$ cat config.mk
export PLATFORM = sky130hd
export DESIGN_NAME = thermostat_three_wire_port
export DESIGN_NICKNAME = d
export VERILOG_FILES = /design/src/include/thermo_pkg.sv /design/src/hw/thermostat_three_wire_port.sv
export SDC_FILE = /design/constraint.sdc
export NUM_CORES = 1
export LEC_CHECK = 0
export ABC_AREA = 1
export BUFFER_PORTS_ARGS = -buffer_cell sky130_fd_sc_hd__buf_4
export CORE_MARGIN = 3
export CORE_UTILIZATION = 25
export CTS_BUF_LIST = sky130_fd_sc_hd__clkbuf_8 sky130_fd_sc_hd__clkbuf_16
export DETAILED_ROUTE_END_ITERATION = 7
export PLACE_DENSITY = 0.49
export SYNTH_ARGS = -nofsm -noshare
export SYNTH_HDL_FRONTEND = slang
export SYNTH_SLANG_ARGS = --single-unit
$ cat constraint.sdc
create_clock -name sys_clk_in -period 10.5 [get_ports sys_clk_in]
set_input_delay 0 -clock sys_clk_in [delete_from_list [all_inputs] [get_ports sys_clk_in]]
set_output_delay 0 -clock sys_clk_in [all_outputs]
set_load 0.01 [all_outputs]
$ cat src/include/thermo_pkg.sv
// Constants and types for the three-wire thermometer and thermostat.
// What this block does
// - Temperature is 9-bit two's complement, half-degree LSB
// - Over-limit high while temperature at or above upper
// - Under-limit high while temperature at or below lower
// - Hysteresis set at upper, cleared at lower
// - Config byte layout, done bit down to single bit
// - Done bit low during conversion, one at reset
// - Upper sticky flag sets, host clears, resets zero
// - Lower sticky flag sets, host clears, resets zero
// - Busy bit high during nonvolatile write, 10 ms
// - Host mode zero lets clock pin start conversions
// - Single bit: one conversion per start command
// - Single mode holds outputs until next completion
// - Serial port works in both host modes
// - Stand-alone pin pulse converts once, held low continuous
// - Stand-alone pin overrides single conversion bit
// - Enable frames transfer; low aborts and releases data
// - Read bits driven at fall, released while high
// - All words travel least significant bit first
// - Command AAh reads last temperature, nine bits
// - Commands 01h and 02h write trip points
// - Commands A1h and A2h read trip points
// - EEh starts conversions, 22h stops continuous
// - 0Ch writes config byte, ACh reads it
// - A0h reads count remaining, A9h reads slope
// - Zeros follow the last data bit
package thermo_pkg;

  // ******************************************************
  // Commands
  // ******************************************************
  localparam logic [7:0] CMD_READ_TEMP   = 8'hAA;
  localparam logic [7:0] CMD_WRITE_UPPER = 8'h01;
  localparam logic [7:0] CMD_WRITE_LOWER = 8'h02;
  localparam logic [7:0] CMD_READ_UPPER  = 8'hA1;
  localparam logic [7:0] CMD_READ_LOWER  = 8'hA2;
  localparam logic [7:0] CMD_READ_COUNT  = 8'hA0;
  localparam logic [7:0] CMD_READ_SLOPE  = 8'hA9;
  localparam logic [7:0] CMD_START_CONV  = 8'hEE;
  localparam logic [7:0] CMD_STOP_CONV   = 8'h22;
  localparam logic [7:0] CMD_WRITE_CFG   = 8'h0C;
  localparam logic [7:0] CMD_READ_CFG    = 8'hAC;

  // ******************************************************
  // Word sizes and config bit positions
  // ******************************************************
  localparam int         WORD_W      = 9;
  localparam int         CFG_W       = 8;
  localparam logic [3:0] CMD_LAST    = 4'h7;
  localparam logic [3:0] WORD_LAST   = 4'h8;
  localparam logic [3:0] CFG_LAST    = 4'h7;
  localparam int         BIT_DONE    = 7;
  localparam int         BIT_UPPER   = 6;
  localparam int         BIT_LOWER   = 5;
  localparam int         BIT_NVBUSY  = 4;
  localparam int         BIT_ONE     = 3;
  localparam int         BIT_ZERO    = 2;
  localparam int         BIT_HOST    = 1;
  localparam int         BIT_SINGLE  = 0;

  // ******************************************************
  // Reset and factory values
  // ******************************************************
  localparam logic [8:0] TEMP_RESET     = 9'h188;
  localparam logic [8:0] UPPER_FACTORY  = 9'h050;
  localparam logic [8:0] LOWER_FACTORY  = 9'h014;
  localparam logic       HOST_FACTORY   = 1'h0;
  localparam logic       SINGLE_FACTORY = 1'h0;

  // ******************************************************
  // Timing
  // ******************************************************
  localparam int CLK_KHZ          = 40000;
  localparam int CONV_TIME_MS     = 750;
  localparam int NV_WRITE_TIME_MS = 10;
  localparam int CONV_CYCLES_DEF  = CONV_TIME_MS * CLK_KHZ;
  localparam int NV_CYCLES_DEF    = NV_WRITE_TIME_MS * CLK_KHZ;
  localparam int CNT_W            = 25;

  // ******************************************************
  // Types
  // ******************************************************
  typedef struct packed {
    logic xfer_enable;
    logic clk;
    logic data;
  } three_wire_t;

  typedef struct packed {
    logic [8:0] temp;
    logic [8:0] count;
    logic [8:0] slope;
  } sensor_sample_t;

  typedef struct packed {
    logic over_limit;
    logic under_limit;
    logic hysteresis;
  } thermostat_t;

  typedef enum logic [3:0] {
    PH_CMD   = 4'h1,
    PH_WRITE = 4'h2,
    PH_READ  = 4'h4,
    PH_DONE  = 4'h8
  } phase_t;

  typedef enum logic [1:0] {
    CONV_IDLE = 2'h1,
    CONV_BUSY = 2'h2
  } conv_state_t;

endpackage

$ cat src/hw/thermostat_three_wire_port.sv
// Three-wire serial port, conversion control and thermostat logic.
`timescale 1ns/100ps
module thermostat_three_wire_port #(
  parameter int CONV_CYCLES = thermo_pkg::CONV_CYCLES_DEF,
  parameter int NV_CYCLES   = thermo_pkg::NV_CYCLES_DEF
) (
  // Clock and reset
  input  wire logic                       sys_clk_in,
  input  wire logic                       reset_in,
  // Three-wire pins, data pin split into in, out, enable
  input  wire thermo_pkg::three_wire_t    pins_in,
  output logic                            data_out,
  output logic                            data_oe_n_out,
  // Sensor front end, same clock domain
  input  wire thermo_pkg::sensor_sample_t sensor_in,
  output logic                            converting_out,
  // Thermostat outputs
  output thermo_pkg::thermostat_t         thermo_out
);
  import thermo_pkg::*;

  // ******************************************************
  // Behaviour notes
  // ******************************************************
  // Pins come from the host's world: each passes a two-flop
  // synchroniser, and a third flop keeps the last clock level
  // for edge finding. A link half-period must cover at least
  // three system cycles, or edges are lost.
  //
  // A transfer is framed by the enable pin. Its first eight
  // rising edges carry the command, least significant bit
  // first. Read bits are driven after a falling edge and
  // released after the next rising one, so a host sampling
  // on its own rising edge still sees the bit held.
  //
  // Written words commit only on their last bit. A frame cut
  // short by the enable pin leaves the stored value alone.
  //
  // Trip points and mode bits reload factory values at reset,
  // since no real nonvolatile cells sit behind them. The busy
  // bit still times a write, so software sees the usual wait.
  //
  // A conversion lasts CONV_CYCLES system cycles. The result,
  // the thermostat outputs and any sticky flag it sets change only
  // on its last cycle, so outputs never glitch mid-run.

  // ******************************************************
  // Elaboration checks
  // ******************************************************
  if (CONV_CYCLES < 1 || CONV_CYCLES > (1 << CNT_W)) begin : g_chk_conv
    $error("CONV_CYCLES out of range");
  end
  if (NV_CYCLES < 1 || NV_CYCLES > (1 << CNT_W)) begin : g_chk_nv
    $error("NV_CYCLES out of range");
  end

  localparam logic [CNT_W-1:0] CONV_LAST = CNT_W'(CONV_CYCLES - 1);
  localparam logic [CNT_W-1:0] NV_LAST   = CNT_W'(NV_CYCLES - 1);

  // ******************************************************
  // State
  // ******************************************************
  typedef struct packed {
    three_wire_t      sync1;
    three_wire_t      sync2;
    logic             clk_prev;
    phase_t           phase;
    logic [3:0]       bit_cnt;
    logic [7:0]       cmd;
    logic [8:0]       shreg;
    logic             dq;
    logic             dq_oe_n;
    logic [8:0]       temp;
    logic [8:0]       count;
    logic [8:0]       slope;
    logic [8:0]       upper;
    logic [8:0]       lower;
    logic             done;
    logic             up_flag;
    logic             lo_flag;
    logic             nv_busy;
    logic [CNT_W-1:0] nv_cnt;
    logic             host_mode;
    logic             single;
    conv_state_t      conv;
    logic [CNT_W-1:0] conv_cnt;
    logic             continuous;
    thermostat_t      thermo;
  } state_t;

  state_t s;
  state_t next_s;

  // ******************************************************
  // Functions
  // ******************************************************
  // Signed compare of two 9-bit temperatures, a >= b
  function automatic logic temp_ge(input logic [8:0] a,
                                   input logic [8:0] b);
    temp_ge = $signed(a) >= $signed(b);
  endfunction

  // Config byte as read back
  function automatic logic [7:0] cfg_byte(input state_t st);
    logic [7:0] c;
    c = 8'h00;
    c[BIT_DONE]   = st.done;
    c[BIT_UPPER]  = st.up_flag;
    c[BIT_LOWER]  = st.lo_flag;
    c[BIT_NVBUSY] = st.nv_busy;
    c[BIT_ONE]    = 1'b1;
    c[BIT_ZERO]   = 1'b0;
    c[BIT_HOST]   = st.host_mode;
    c[BIT_SINGLE] = st.single;
    cfg_byte = c;
  endfunction

  // ******************************************************
  // Next-state logic
  // ******************************************************
  logic       en;
  logic       rise;
  logic       fall;
  logic       din;
  logic [7:0] new_cmd;
  logic [8:0] new_word;
  logic       nv_start;
  logic       start_cmd;
  logic       stand_alone;
  logic       pin_low;
  logic       over;
  logic       under;

  always_comb begin
    next_s   = s;
    nv_start = 1'b0;
    start_cmd = 1'b0;
    // Pins pass two flops before use
    next_s.sync1    = pins_in;
    next_s.sync2    = s.sync1;
    next_s.clk_prev = s.sync2.clk;
    en       = s.sync2.xfer_enable;
    din      = s.sync2.data;
    rise     = s.sync2.clk & ~s.clk_prev;
    fall     = ~s.sync2.clk & s.clk_prev;
    new_cmd  = {din, s.cmd[7:1]};
    new_word = {din, s.shreg[8:1]};
    over     = 1'b0;
    under    = 1'b0;

    // Serial port, works whatever the host mode holds.
    // Enable low wins over every edge: the frame restarts
    // and the data pin is let go at once.
    if (!en) begin
      next_s.phase   = PH_CMD;
      next_s.bit_cnt = 4'h0;
      next_s.dq_oe_n = 1'b1;
      next_s.dq      = 1'b0;
    end else if (rise) begin
      next_s.dq_oe_n = 1'b1;
      unique case (s.phase)
        PH_CMD: begin
          next_s.cmd     = new_cmd;
          next_s.bit_cnt = s.bit_cnt + 4'h1;
          if (s.bit_cnt == CMD_LAST) begin
            next_s.bit_cnt = 4'h0;
            next_s.shreg   = 9'h000;
            next_s.phase   = PH_DONE;
            unique case (new_cmd)
              CMD_READ_TEMP: begin
                next_s.shreg = s.temp;
                next_s.phase = PH_READ;
              end
              CMD_READ_UPPER: begin
                next_s.shreg = s.upper;
                next_s.phase = PH_READ;
              end
              CMD_READ_LOWER: begin
                next_s.shreg = s.lower;
                next_s.phase = PH_READ;
              end
              CMD_READ_COUNT: begin
                next_s.shreg = s.count;
                next_s.phase = PH_READ;
              end
              CMD_READ_SLOPE: begin
                next_s.shreg = s.slope;
                next_s.phase = PH_READ;
              end
              CMD_READ_CFG: begin
                next_s.shreg = {1'b0, cfg_byte(s)};
                next_s.phase = PH_READ;
              end
              CMD_WRITE_UPPER, CMD_WRITE_LOWER, CMD_WRITE_CFG: begin
                next_s.phase = PH_WRITE;
              end
              CMD_START_CONV: begin
                start_cmd = 1'b1;
                next_s.continuous = ~s.single;
              end
              CMD_STOP_CONV: begin
                next_s.continuous = 1'b0;
              end
              default: begin
                next_s.phase = PH_DONE;
              end
            endcase
          end
        end
        PH_WRITE: begin
          next_s.shreg   = new_word;
          next_s.bit_cnt = s.bit_cnt + 4'h1;
          if (s.cmd == CMD_WRITE_CFG && s.bit_cnt == CFG_LAST) begin
            // Sticky flags only clear on a written zero
            next_s.up_flag   = s.up_flag & new_word[BIT_UPPER+1];
            next_s.lo_flag   = s.lo_flag & new_word[BIT_LOWER+1];
            next_s.host_mode = new_word[BIT_HOST+1];
            next_s.single    = new_word[BIT_SINGLE+1];
            nv_start         = 1'b1;
            next_s.phase     = PH_DONE;
          end else if (s.cmd != CMD_WRITE_CFG &&
                       s.bit_cnt == WORD_LAST) begin
            if (s.cmd == CMD_WRITE_UPPER) begin
              next_s.upper = new_word;
            end else begin
              next_s.lower = new_word;
            end
            nv_start     = 1'b1;
            next_s.phase = PH_DONE;
          end
        end
        PH_READ, PH_DONE: begin
          next_s.phase = s.phase;
        end
      endcase
    end else if (fall && s.phase == PH_READ) begin
      // Drive next bit, shift zeros in behind it
      next_s.dq      = s.shreg[0];
      next_s.dq_oe_n = 1'b0;
      next_s.shreg   = {1'b0, s.shreg[8:1]};
    end

    // Nonvolatile write timer.
    // A new write while busy restarts the count, so the
    // busy bit always covers the last write in full.
    if (nv_start) begin
      next_s.nv_busy = 1'b1;
      next_s.nv_cnt  = '0;
    end else if (s.nv_busy) begin
      next_s.nv_cnt = s.nv_cnt + CNT_W'(1);
      if (s.nv_cnt == NV_LAST) begin
        next_s.nv_busy = 1'b0;
      end
    end

    // Stand-alone conversion control from the clock pin.
    // Uses the mode bit as it will stand after this cycle,
    // so a config write takes effect without a stray start.
    // A pin held low keeps the engine running.
    stand_alone = ~next_s.host_mode & ~en;
    pin_low     = stand_alone & ~s.sync2.clk;
    if (stand_alone && fall) begin
      start_cmd = 1'b1;
    end

    // Conversion engine.
    // Idle waits for a start; busy counts to the end, then
    // latches the sample and either restarts or goes idle.
    // The done bit stays low through back-to-back runs.
    unique case (s.conv)
      CONV_IDLE: begin
        if (start_cmd) begin
          next_s.conv     = CONV_BUSY;
          next_s.conv_cnt = '0;
          next_s.done     = 1'b0;
        end
      end
      CONV_BUSY: begin
        next_s.conv_cnt = s.conv_cnt + CNT_W'(1);
        if (s.conv_cnt == CONV_LAST) begin
          next_s.temp  = sensor_in.temp;
          next_s.count = sensor_in.count;
          next_s.slope = sensor_in.slope;
          over  = temp_ge(sensor_in.temp, s.upper);
          under = temp_ge(s.lower, sensor_in.temp);
          next_s.thermo.over_limit  = over;
          next_s.thermo.under_limit = under;
          if (over) begin
            next_s.thermo.hysteresis = 1'b1;
          end else if (under) begin
            next_s.thermo.hysteresis = 1'b0;
          end
          // Set wins over a clear written in the same cycle
          next_s.up_flag = next_s.up_flag | over;
          next_s.lo_flag = next_s.lo_flag | under;
          next_s.conv_cnt = '0;
          if (!(next_s.continuous || pin_low || start_cmd)) begin
            next_s.conv = CONV_IDLE;
            next_s.done = 1'b1;
          end
        end
      end
    endcase
  end

  // ******************************************************
  // State register
  // ******************************************************
  // Reset loads only constants: factory trip points, done
  // set, data pin released, engine idle.
  always_ff @(posedge sys_clk_in or posedge reset_in) begin
    if (reset_in) begin
      s            <= '0;
      s.phase      <= PH_CMD;
      s.dq_oe_n    <= 1'b1;
      s.temp       <= TEMP_RESET;
      s.upper      <= UPPER_FACTORY;
      s.lower      <= LOWER_FACTORY;
      s.done       <= 1'b1;
      s.host_mode  <= HOST_FACTORY;
      s.single     <= SINGLE_FACTORY;
      s.conv       <= CONV_IDLE;
    end else begin
      s <= next_s;
    end
  end

  // ******************************************************
  // Outputs, all from flops
  // ******************************************************
  // Nothing combinational reaches a pin, so the outputs
  // cannot glitch while the next state settles.
  assign data_out       = s.dq;
  assign data_oe_n_out  = s.dq_oe_n;
  assign converting_out = s.conv[1];
  assign thermo_out     = s.thermo;

endmodule

==> results.ini, run 1 <==
[yosys]
ys_seq_area_share_pct=43.1
synth_area_sq_um=8160
ys_warn_count=0
syn_inst=1110
synth_edf_count=0
ys_types=38
avgSynthCellArea_sq_um=7.35
synthArstFlopShare_pct=100
syn_nets=1164
ys.flop_type=dfrtp_1
yosys_register_bits=140

[place]
place_congestion=0.880
dp_hpwl_um=16500
place_area_sq_um=8850
portBuffers=37
place_ws_ns=8.12

[pwr]
leakagePower_uw=0.00459
totalPowerFinal_uw=1330
peakVddDrop_mv=0.0883
p_per_area_nw_per_um2=136

[detailed_routing]
drtAntennaViolNets=0
drt_first_iter_violations=439
dr.pass1.iters=5
route.detailed.drc=0
drt-vias-per-instance=4.44
routed_wl_um=22400
wire_per_inst_um=13.8
vias=7221

[cells_and_area]
n_antenna_cell=0
area_growth_pct=20.0
fin_nets=1233
finalInstanceArea_sq_um=9790
drive_above_1_share_pct=11.2
mostFrequentLayoutCells=nand2_1 (342), inv_1 (134), dfrtp_1 (130)
final_common_cell=nand2_1

[die]
io_pins=38
dieArea_sq_um=34800
rows=65
core-area_sq_um=31900
start_util_pct=25.6
die_h_um=187
dieWidth_um=187

[worst_setup_path]
critPathKind=register to register
required_ns=10.81
cp_data_arrival_time_ns=2.69
start_kind=register
cp_max_fo=37
setup.worst_path.end_class=register
r2r_setup_slack_ns=8.12

[cts]
root_buffer=clkbuf_16
clk_latency_ns=0.43
clk_path_buf_depth=2
cts_tree=built
cts_buffers=17
post_cts_buffers=0
cts.clk_slew.worst_paths_ns=0.07
clock-sinks=140
htreeDepth=4
hold_buffers=31
cts.repair.resized=0

[sta]
hold_viol=0
period_share_pct=22.6
whs_ns=0.188
tns_ns=0
worstMarginPinSlew_ns=1.04
period_needed_ns=2.38
rsz0062_at_grt=no
fin_skew_ns=0.0224
drv_slew=0
setup_ws_ns=8.12
setup_viol=0
fmax_mhz=421
maxSlewHeadroom_pct=30.8

[status]
outcome=completed

[global_route]
grt_pass1_vias=7046
grt_start_max_net_pins=79
grt_pass1_wl_um=37500
gr-total-overflow=0
antenna_found_initial=0
grt_usage_pct=13.1

[flow_run]
cap_viol_max_count=0

[hold_path]
hold_class=primary input to async pin

[final timing paths]
check	from	to	cells after the start
setup reg to reg	s[4]$_DFFE_PP0P_	thermo_out[0]$_DFFE_PP0P_	10
min in group sys_clk_in	pins_in[1]	next_s[136]$_DFF_PP0_	2
setup / recovery	s[4]$_DFFE_PP0P_	thermo_out[0]$_DFFE_PP0P_	10
max in group asynchronous	reset_in	s[59]$_DFF_PP0_	4
hold / removal	reset_in	s[23]$_DFFE_PP0P_	3
hold reg to reg	next_s[135]$_DFF_PP0_	din$_DFF_PP0_	0
[synthesized netlist by cell type, types with 2 or more instances]
cell type	count	area share (%)
nand2_1	342	16
inv_1	135	6.2
dfrtp_1	130	40
nor2_1	109	5.0
nand3_1	84	5.2
o21ai_0	54	3.3
a21oi_1	41	2.5
o21ai_1	35	2.1
nand4_1	30	2.3
ha_1	22	3.4
nor3_1	19	1.2
inv_2	12	0.55
dfstp_2	10	3.2
xor2_1	9	0.97
buf_6	8	1.1
nor2_2	8	0.61
clkbuf_1	5	0.23
nand2_2	5	0.38
nor2_4	5	0.69
nor3_2	5	0.61
nor3b_1	5	0.46
buf_2	4	0.25
nand3_2	4	0.49
o22ai_1	4	0.31
buf_4	3	0.28
nand2_4	3	0.41
nand3b_1	3	0.28
nand4_4	3	0.78
inv_4	2	0.15
nor3_4	2	0.40
o211ai_1	2	0.18
[worst max-delay path: stages, from the launching register on]
cell	delay [ns]
dfrtp_1	0.43
ha_1	0.20
nand2_1	0.13
nor2_4	0.18
nand2_1	0.11
nor2_2	0.18
nand4_4	0.49
a21oi_1	0.29
nand2_1	0.12
nand2_1	0.07
nand2_1	0.05
[power breakdown]
group	internal (uW)	total, uW	switching (uW)	leakage, uW
Sequential	556	571	15.4	0.00173
Clock	392	647	255	0.000299
Combinational	39.3	115	75.6	0.00257
[cells by family (layout without fill, tap and decap cells)]
group / Yosys count / count (layout) / synth area share (%)
AO/OA/AOI/OAI: 139 / 139 / 8.77
AND/OR/NAND/NOR: 631 / 631 / 35.0
adder cells (fa/ha/maj): 22 / 22 / 3.37
XOR/XNOR: 9 / 9 / 0.966
flip-flops: 140 / 140 / 43.1
buffers and inverters: 169 / 251 / 8.77
[metrics by stage]
stage,cells,utilization (%)
2_1_floorplan,1110,-
3_3_place_gp,1564,27.8
3_5_place_dp,1564,27.8
4_1_cts,1627,30.7
5_1_grt,1627,30.7
6_report,1627,30.7
[final cells by class]
class	count	area, sq um
Clock buffer	19	453
Clock inverter	13	176
Fill cell	3515	22100
Inverter	149	569
Multi-Input combinational cell	801	3930
Sequential cell	140	3520
Tap cell	435	544
Timing Repair Buffer	70	603
[registers in the layout (all words and copies together), names as in the netlist, named ones only]
name            cells
next_s              4
thermo_out          3
data_oe_n_out       1
converting_out      1
new_cmd             7
en                  1
s                 112
new_word            8
din                 1
data_out            1
[routing by layer]
layer | global-route usage [%] | part of all wire, %
met1 | 19.1 | 51
met4 | 3.95 | 1.5
met2 | 20.5 | 45
met3 | 1.47 | 2.9
met5 | 0 | 0
(Power assumes the default switching activity.)
==> run 2, diff against run 1 <==
ABC_AREA = 0   (was 1)
PLACE_DENSITY = 0.51   (was 0.49)
clock period = 2.04 ns   (was 10.5 ns; I/O delays follow)
==> results.ini, run 2 <==
[worst_setup_path]
critical-path-top-delay-family=simple AND/OR/NAND/NOR gates
cp_data_arrival_time_ns=2.74  ; +0.05 ns
setup.worst_path.end_class=register
start_kind=register
cp_num_buf_inv=1  ; +1
cp_max_fo=7  ; -81%
required_ns=2.34  ; -8.47 ns
crit_path_max_incr_delay_ns=0.53  ; +0.04 ns
cp_slowest_cell=or4_4
critPathKind=register to register
crit_top_cell=or4_4
worstPathCellList=or4_4 -> or4_4 -> or3_4 -> buf_12 -> mux2_4

[yosys]
ys_warn_count=0  ; unchanged
yosys_register_bits=140  ; unchanged
synth_commonest_cells=dfrtp_1 (130), nor2_1 (73), nand2_1 (54)
synthArstFlopShare_pct=100  ; unchanged
syn_nets=768  ; -34%
yosys-top-cells-area=dfrtp_1 (44%), mux2_2 (6.5%), mux2_4 (3.8%)
synth_top_area_share_pct=43.8  ; +3.9 points
avgSynthCellArea_sq_um=10.4  ; +42%
post-synth-top-count-cell=dfrtp_1
synth_edf_count=0  ; unchanged
ys_types=65  ; +71%
synth_area_sq_um=7430  ; -8.9%
syn_inst=714  ; -36%
ys_seq_area_share_pct=47.3  ; +4.2 points
synth_top_cell_by_area=dfrtp_1
ys.flop_type=dfrtp_1

[die]
io_pins=38  ; unchanged
dieWidth_um=178  ; -4.4%
rows=62  ; -4.6%
core-area_sq_um=29000  ; -9.0%
dieArea_sq_um=31800  ; -8.6%
die_h_um=178  ; -4.4%
start_util_pct=25.6  ; +0.029 points

[cts]
cts.clk_slew.worst_paths_ns=0.06  ; about the same
htreeDepth=4  ; unchanged
root_buffer=clkbuf_16
clk_latency_ns=0.43  ; about the same
clk_path_buf_depth=2  ; unchanged
cts_tree=built
cts_buffers=17  ; unchanged
clock-sinks=140  ; unchanged

[place]
dp_hpwl_um=13400  ; -19%
place_area_sq_um=8970  ; +1.3%
place_congestion=0.787  ; -11%
portBuffers=37  ; unchanged

[pwr]
leakagePower_uw=0.00466  ; +1.4%
peakVddDrop_mv=0.489  ; +450%
totalPowerFinal_uw=7270  ; +450%
p_per_area_nw_per_um2=716  ; +430%

[cells_and_area]
drive_above_1_share_pct=33.7  ; +23 points
finish.utilization_pct=35.0  ; +4.3 points
fin_nets=930  ; -25%
multi_input_area_sq_um=3910  ; -0.38%
n_antenna_cell=0  ; unchanged
top_register=s
largest_reg_flops=112  ; unchanged
area_growth_pct=36.7
final_common_cell=dfrtp_1
mostFrequentLayoutCells=dfrtp_1 (130), buf_4 (127), nor2_1 (71)
seq_area_sq_um=3520  ; unchanged
fill_cells=2968  ; -16%
finalInstanceArea_sq_um=10200  ; +3.8%

[global_route]
antenna_found_initial=0  ; unchanged
grt_pass1_vias=5922  ; -16%
grt_pass1_wl_um=31800  ; -15%
grt_usage_pct=12.8  ; -0.31 points
gr-total-overflow=0  ; unchanged
grt_start_max_net_pins=141  ; +78%

[sta]
setup_ws_ns=-0.397  ; -8.52 ns
period_share_pct=119  ; +97 points
worstMarginPinSlew_ns=0.769  ; -0.269 ns
drv_slew=0  ; unchanged
hold_viol=0  ; unchanged
tns_ns=-17.61  ; -17.61 ns
fmax_mhz=410  ; -2.6%
whs_ns=0.234  ; +0.0464 ns
rsz0062_at_grt=yes
fin_skew_ns=0.0128  ; -0.00955 ns
maxSlewHeadroom_pct=48.7  ; +18 points
period_needed_ns=2.44  ; +0.0622 ns
setup_viol=57  ; +57

[detailed_routing]
routed_wl_um=19500  ; -13%
drt-vias-per-instance=4.59  ; +3.4%
route.detailed.drc=0  ; unchanged
wire_per_inst_um=15.3  ; +11%
drtAntennaViolNets=0  ; unchanged
vias=5842  ; -19%
drt_first_iter_violations=257  ; -41%
dr.pass1.iters=4  ; -1

[flow_run]
cap_viol_max_count=0  ; unchanged

[status]
violations=setup timing
outcome=complete, but fails checks

[hold_path]
hold_class=primary input to register

run 2: final cells by class:
class	count	share of cell area, %
clock buffer	17	4.19
clock inverter	15	1.72
inverter	32	1.22
multi-input combinational	513	38.5
sequential	140	34.6
tap	384	4.73
timing repair buffer	172	15.0
run 2: power breakdown:
part	internal (uW)	switching, uW
combinational	549	615
sequential	2870	61.7
clock	1840	1330
run 2: through the flow:
step                setup WS (ns)  std cells
finish                     -0.397       1273
floorplan                  -0.370        714
global route               -0.416       1273
detailed placement         -0.447       1202
global placement           -0.439       1202
CTS                        -0.406       1268
run 2: worst paths after layout:
| path | start | to | slack (ns) | depth (start not counted) |
|---|---|---|---|---|
| min | pins_in[2] | next_s[137]$_DFF_PP0_ | 0.23 | 2 |
| max | s[16]$_DFFE_PP0P_ | s[80]$_DFFE_PP0P_ | -0.40 | 5 |
| max reg2reg | s[16]$_DFFE_PP0P_ | s[80]$_DFFE_PP0P_ | -0.40 | 5 |
| min in group asynchronous | reset_in | s[55]$_DFFE_PP0P_ | 0.35 | 4 |
| min reg2reg | next_s[135]$_DFF_PP0_ | din$_DFF_PP0_ | 0.35 | 0 |
| max in group asynchronous | reset_in | s[63]$_DFFE_PP0P_ | 1.10 | 4 |
run 2: what timing repair did:
item | 4_1_cts | 5_1_grt
buffers inserted | 1 | 4
cloned | 2 | 1
gates resized for setup | 33 | 22
endpoints found under the setup margin | 105 | 117
pin swaps | 12 | 9
endpoints found under the hold margin | 160 | 0
hold buffers | 31 | 0
run 2: kinds of logic after synthesis:
kind of cell	after synthesis	synth area share (%)
flops	140	47.3
mux	72	11.7
buf+inv	61	3.80
xor+xnor	44	5.18
simple gates	268	19.0
fa+ha+maj	22	3.70
compound gates	107	9.36
run 2: worst reg2reg max path, delay by kind of cell, from the launching register on:
kind                   cells  cell delay (ns)
buffers and inverters      1             0.19
DFF                        1             0.37
muxes                      1             0.29
and+or+nand+nor            3             1.46
run 2: per-layer routing:
metal / wire, um / share of wire, % / vias up / track usage, %
met2: 9520 / 49 / 66 / 21.2
li1: - / - / 2867 / -
met3: 455 / 2.3 / 15 / 2.28
met5: 0 / 0 / - / 0
met1: 9330 / 48 / 2894 / 17.1
met4: 218 / 1.1 / 0 / 3.51
==> run 3, diff against run 2 <==
ABC_AREA = 1   (was 0)
CAP_MARGIN = 10   (was default)
SLEW_MARGIN = 20   (was default)
==> results.ini, run 3 (synthesis gave the netlist of run 1 again) <==
[worst_setup_path]
cp_max_fo=20  ; +13
crit_start=s[5]$_DFFE_PP0P_
critPathKind=register to register
r2r_setup_slack_ns=0.17  ; +0.57 ns
setup.worst_path.end_class=register
r2r-end=s[100]$_DFFE_PP0P_
r2r_start=s[5]$_DFFE_PP0P_
start_kind=register
cp_data_arrival_time_ns=2.17  ; -0.57 ns
rr_worst_depth=9  ; +4
required_ns=2.34  ; about the same

[cells_and_area]
drive_above_1_share_pct=13.8  ; -20 points
fill_cells=3476  ; +17%
area_growth_pct=23.7
n_antenna_cell=0  ; unchanged
largest_reg_flops=112  ; unchanged
finish.utilization_pct=31.7  ; -3.4 points
fin_nets=1269  ; +36%
multi_input_area_sq_um=3950  ; +1.0%
fin_cells=1663  ; +31%
mostFrequentLayoutCells=nand2_1 (341), inv_1 (137), dfrtp_1 (130)
finalInstanceArea_sq_um=10100  ; -0.69%
top_register=s
seq_area_sq_um=3520  ; unchanged
final_common_cell=nand2_1

[hold_path]
hold_class=primary input to async pin

[pwr]
peakVddDrop_mv=0.480  ; -1.7%
clkPwrFrac_pct=47.3  ; +3.6 points
comb_power_share_pct=9.1  ; -6.9 points
netSwitchingFraction_pct=25.7  ; -2.0 points
p_switching_uw=1730  ; -14%
seq_power_share_pct=43.6  ; +3.3 points
totalPowerFinal_uw=6730  ; -7.4%
power.internal_uw=5000  ; -4.9%
p_per_area_nw_per_um2=667  ; -6.8%
leakagePower_uw=0.00479  ; +2.8%

[sta]
worstMarginPinSlew_ns=0.596  ; -0.173 ns
period_needed_ns=1.87  ; -0.567 ns
hold_viol=0  ; unchanged
fin_skew_ns=0.0114  ; -0.00145 ns
maxSlewHeadroom_pct=60.2  ; +11 points
drv_slew=0  ; unchanged
fmax_mhz=534  ; +30%
setup_viol=0  ; -100%
period_share_pct=91.7  ; -28 points

[die]
start_util_pct=25.6  ; -0.029 points
core-area_sq_um=31900  ; +9.9%
dieArea_sq_um=34800  ; +9.4%
dieWidth_um=187  ; +4.6%
rows=65  ; +4.8%
io_pins=38  ; unchanged
die_h_um=187  ; +4.6%

[detailed_routing]
routed_wl_um=22700  ; +16%
drt_first_iter_violations=411  ; +60%
drt-vias-per-instance=4.43  ; -3.5%
vias=7362  ; +26%
drtAntennaViolNets=0  ; unchanged
wire_per_inst_um=13.6  ; -11%
dr.pass1.iters=5  ; +1
route.detailed.drc=0  ; unchanged

[flow_run]
cap_viol_max_count=0  ; unchanged

[cts]
root_buffer=clkbuf_16
cts_buffers=17  ; unchanged
cts_tree=built
clk_path_buf_depth=2  ; unchanged
clk_latency_ns=0.43  ; about the same
clock-sinks=140  ; unchanged
htreeDepth=4  ; unchanged
cts.clk_slew.worst_paths_ns=0.07  ; about the same

[global_route]
grt_pass1_vias=7350  ; +24%
grt_usage_pct=13.3  ; +0.51 points
antenna_found_initial=0  ; unchanged
gr-total-overflow=0  ; unchanged
grt_pass1_wl_um=38000  ; +19%
grt_start_max_net_pins=56  ; -60%

[place]
place_area_sq_um=9110  ; +1.6%
portBuffers=37  ; unchanged
dp_hpwl_um=17200  ; +29%
dp.cells=1594  ; +33%
place_congestion=0.893  ; +13%

[status]
outcome=completed

==> run 3: cell types whose count changed in the layout (fill, tap and decap cells not counted), sizes merged, moves of 22 or more <==
cell	before	now
nand3	21	88
inv	38	153
xnor2	28	0
mux2	62	0
nor2	73	123
a21oi	19	41
buf	140	75
o21ai	30	89
nand2	54	350
==> run 3: area by class of cell <==
class,instances,area share (%)
multi-input cells,801,39.2
inverters,149,5.63
well taps,435,5.39
clock inverters,15,1.74
repair buffers,106,9.02
flip-flops and latches,140,34.8
clock buffers,17,4.21
==> run 3: what timing repair did <==
action | 4_1_cts | 5_1_grt
gates resized for setup | 0 | 6
hold buffers | 31 | 0
setup buffers | 0 | 6
setup endpoints to repair | 0 | 22
hold endpoints to repair | 48 | 0
==> run 3: through the flow <==
step / hold slack (ns) / setup TNS, ns / setup WS [ns]
floorplan: 0.0314 / 0 / 0.299
global placement: 0.110 / 0 / 0.0782
detailed placement: 0.111 / 0 / 0.0516
CTS: 0.193 / 0 / 0.0189
global route: 0.209 / -0.0125 / -0.0101
finish: 0.219 / 0 / 0.169
==> run 3: how the worst max path moves through the flow <==
stage	end	slack, ns
final	s[100]$_DFFE_PP0P_	0.17
after CTS	s[7]$_DFFE_PP0P_	0.02
after global routing	s[49]$_DFFE_PP0P_	-0.01
after global placement	s[7]$_DFFE_PP0P_	0.08
after floorplan	async pin	0.30
after detailed placement	s[7]$_DFFE_PP0P_	0.05
==> run 3: critical path, stage by stage (launching register included) <==
cell     delay [ns]
dfrtp_1        0.37
ha_1           0.18
nand2_1        0.13
nor2_4         0.12
nand2_1        0.09
nor2_2         0.18
nand4_4        0.22
buf_4          0.29
nand2_1        0.08
o21ai_1        0.07
==> run 3: per-layer routing <==
| layer | track usage, % | wire length [um] | up-vias |
|---|---|---|---|
| li1 | - | - | 3778 |
| met1 | 18.2 | 11000 | 3431 |
| met2 | 21.8 | 10600 | 132 |
| met3 | 2.05 | 742 | 21 |
| met4 | 3.93 | 318 | 0 |
| met5 | 0 | 0 | - |
==> run 3: power groups by stage <==
stage	clock, uW	sequential (uW)	combinational [uW]
floorplan	0	2960	377
global placement	0	2980	567
detailed placement	0	2980	567
CTS	3280	2940	619
global route	3390	2950	702
finish	3190	2940	610
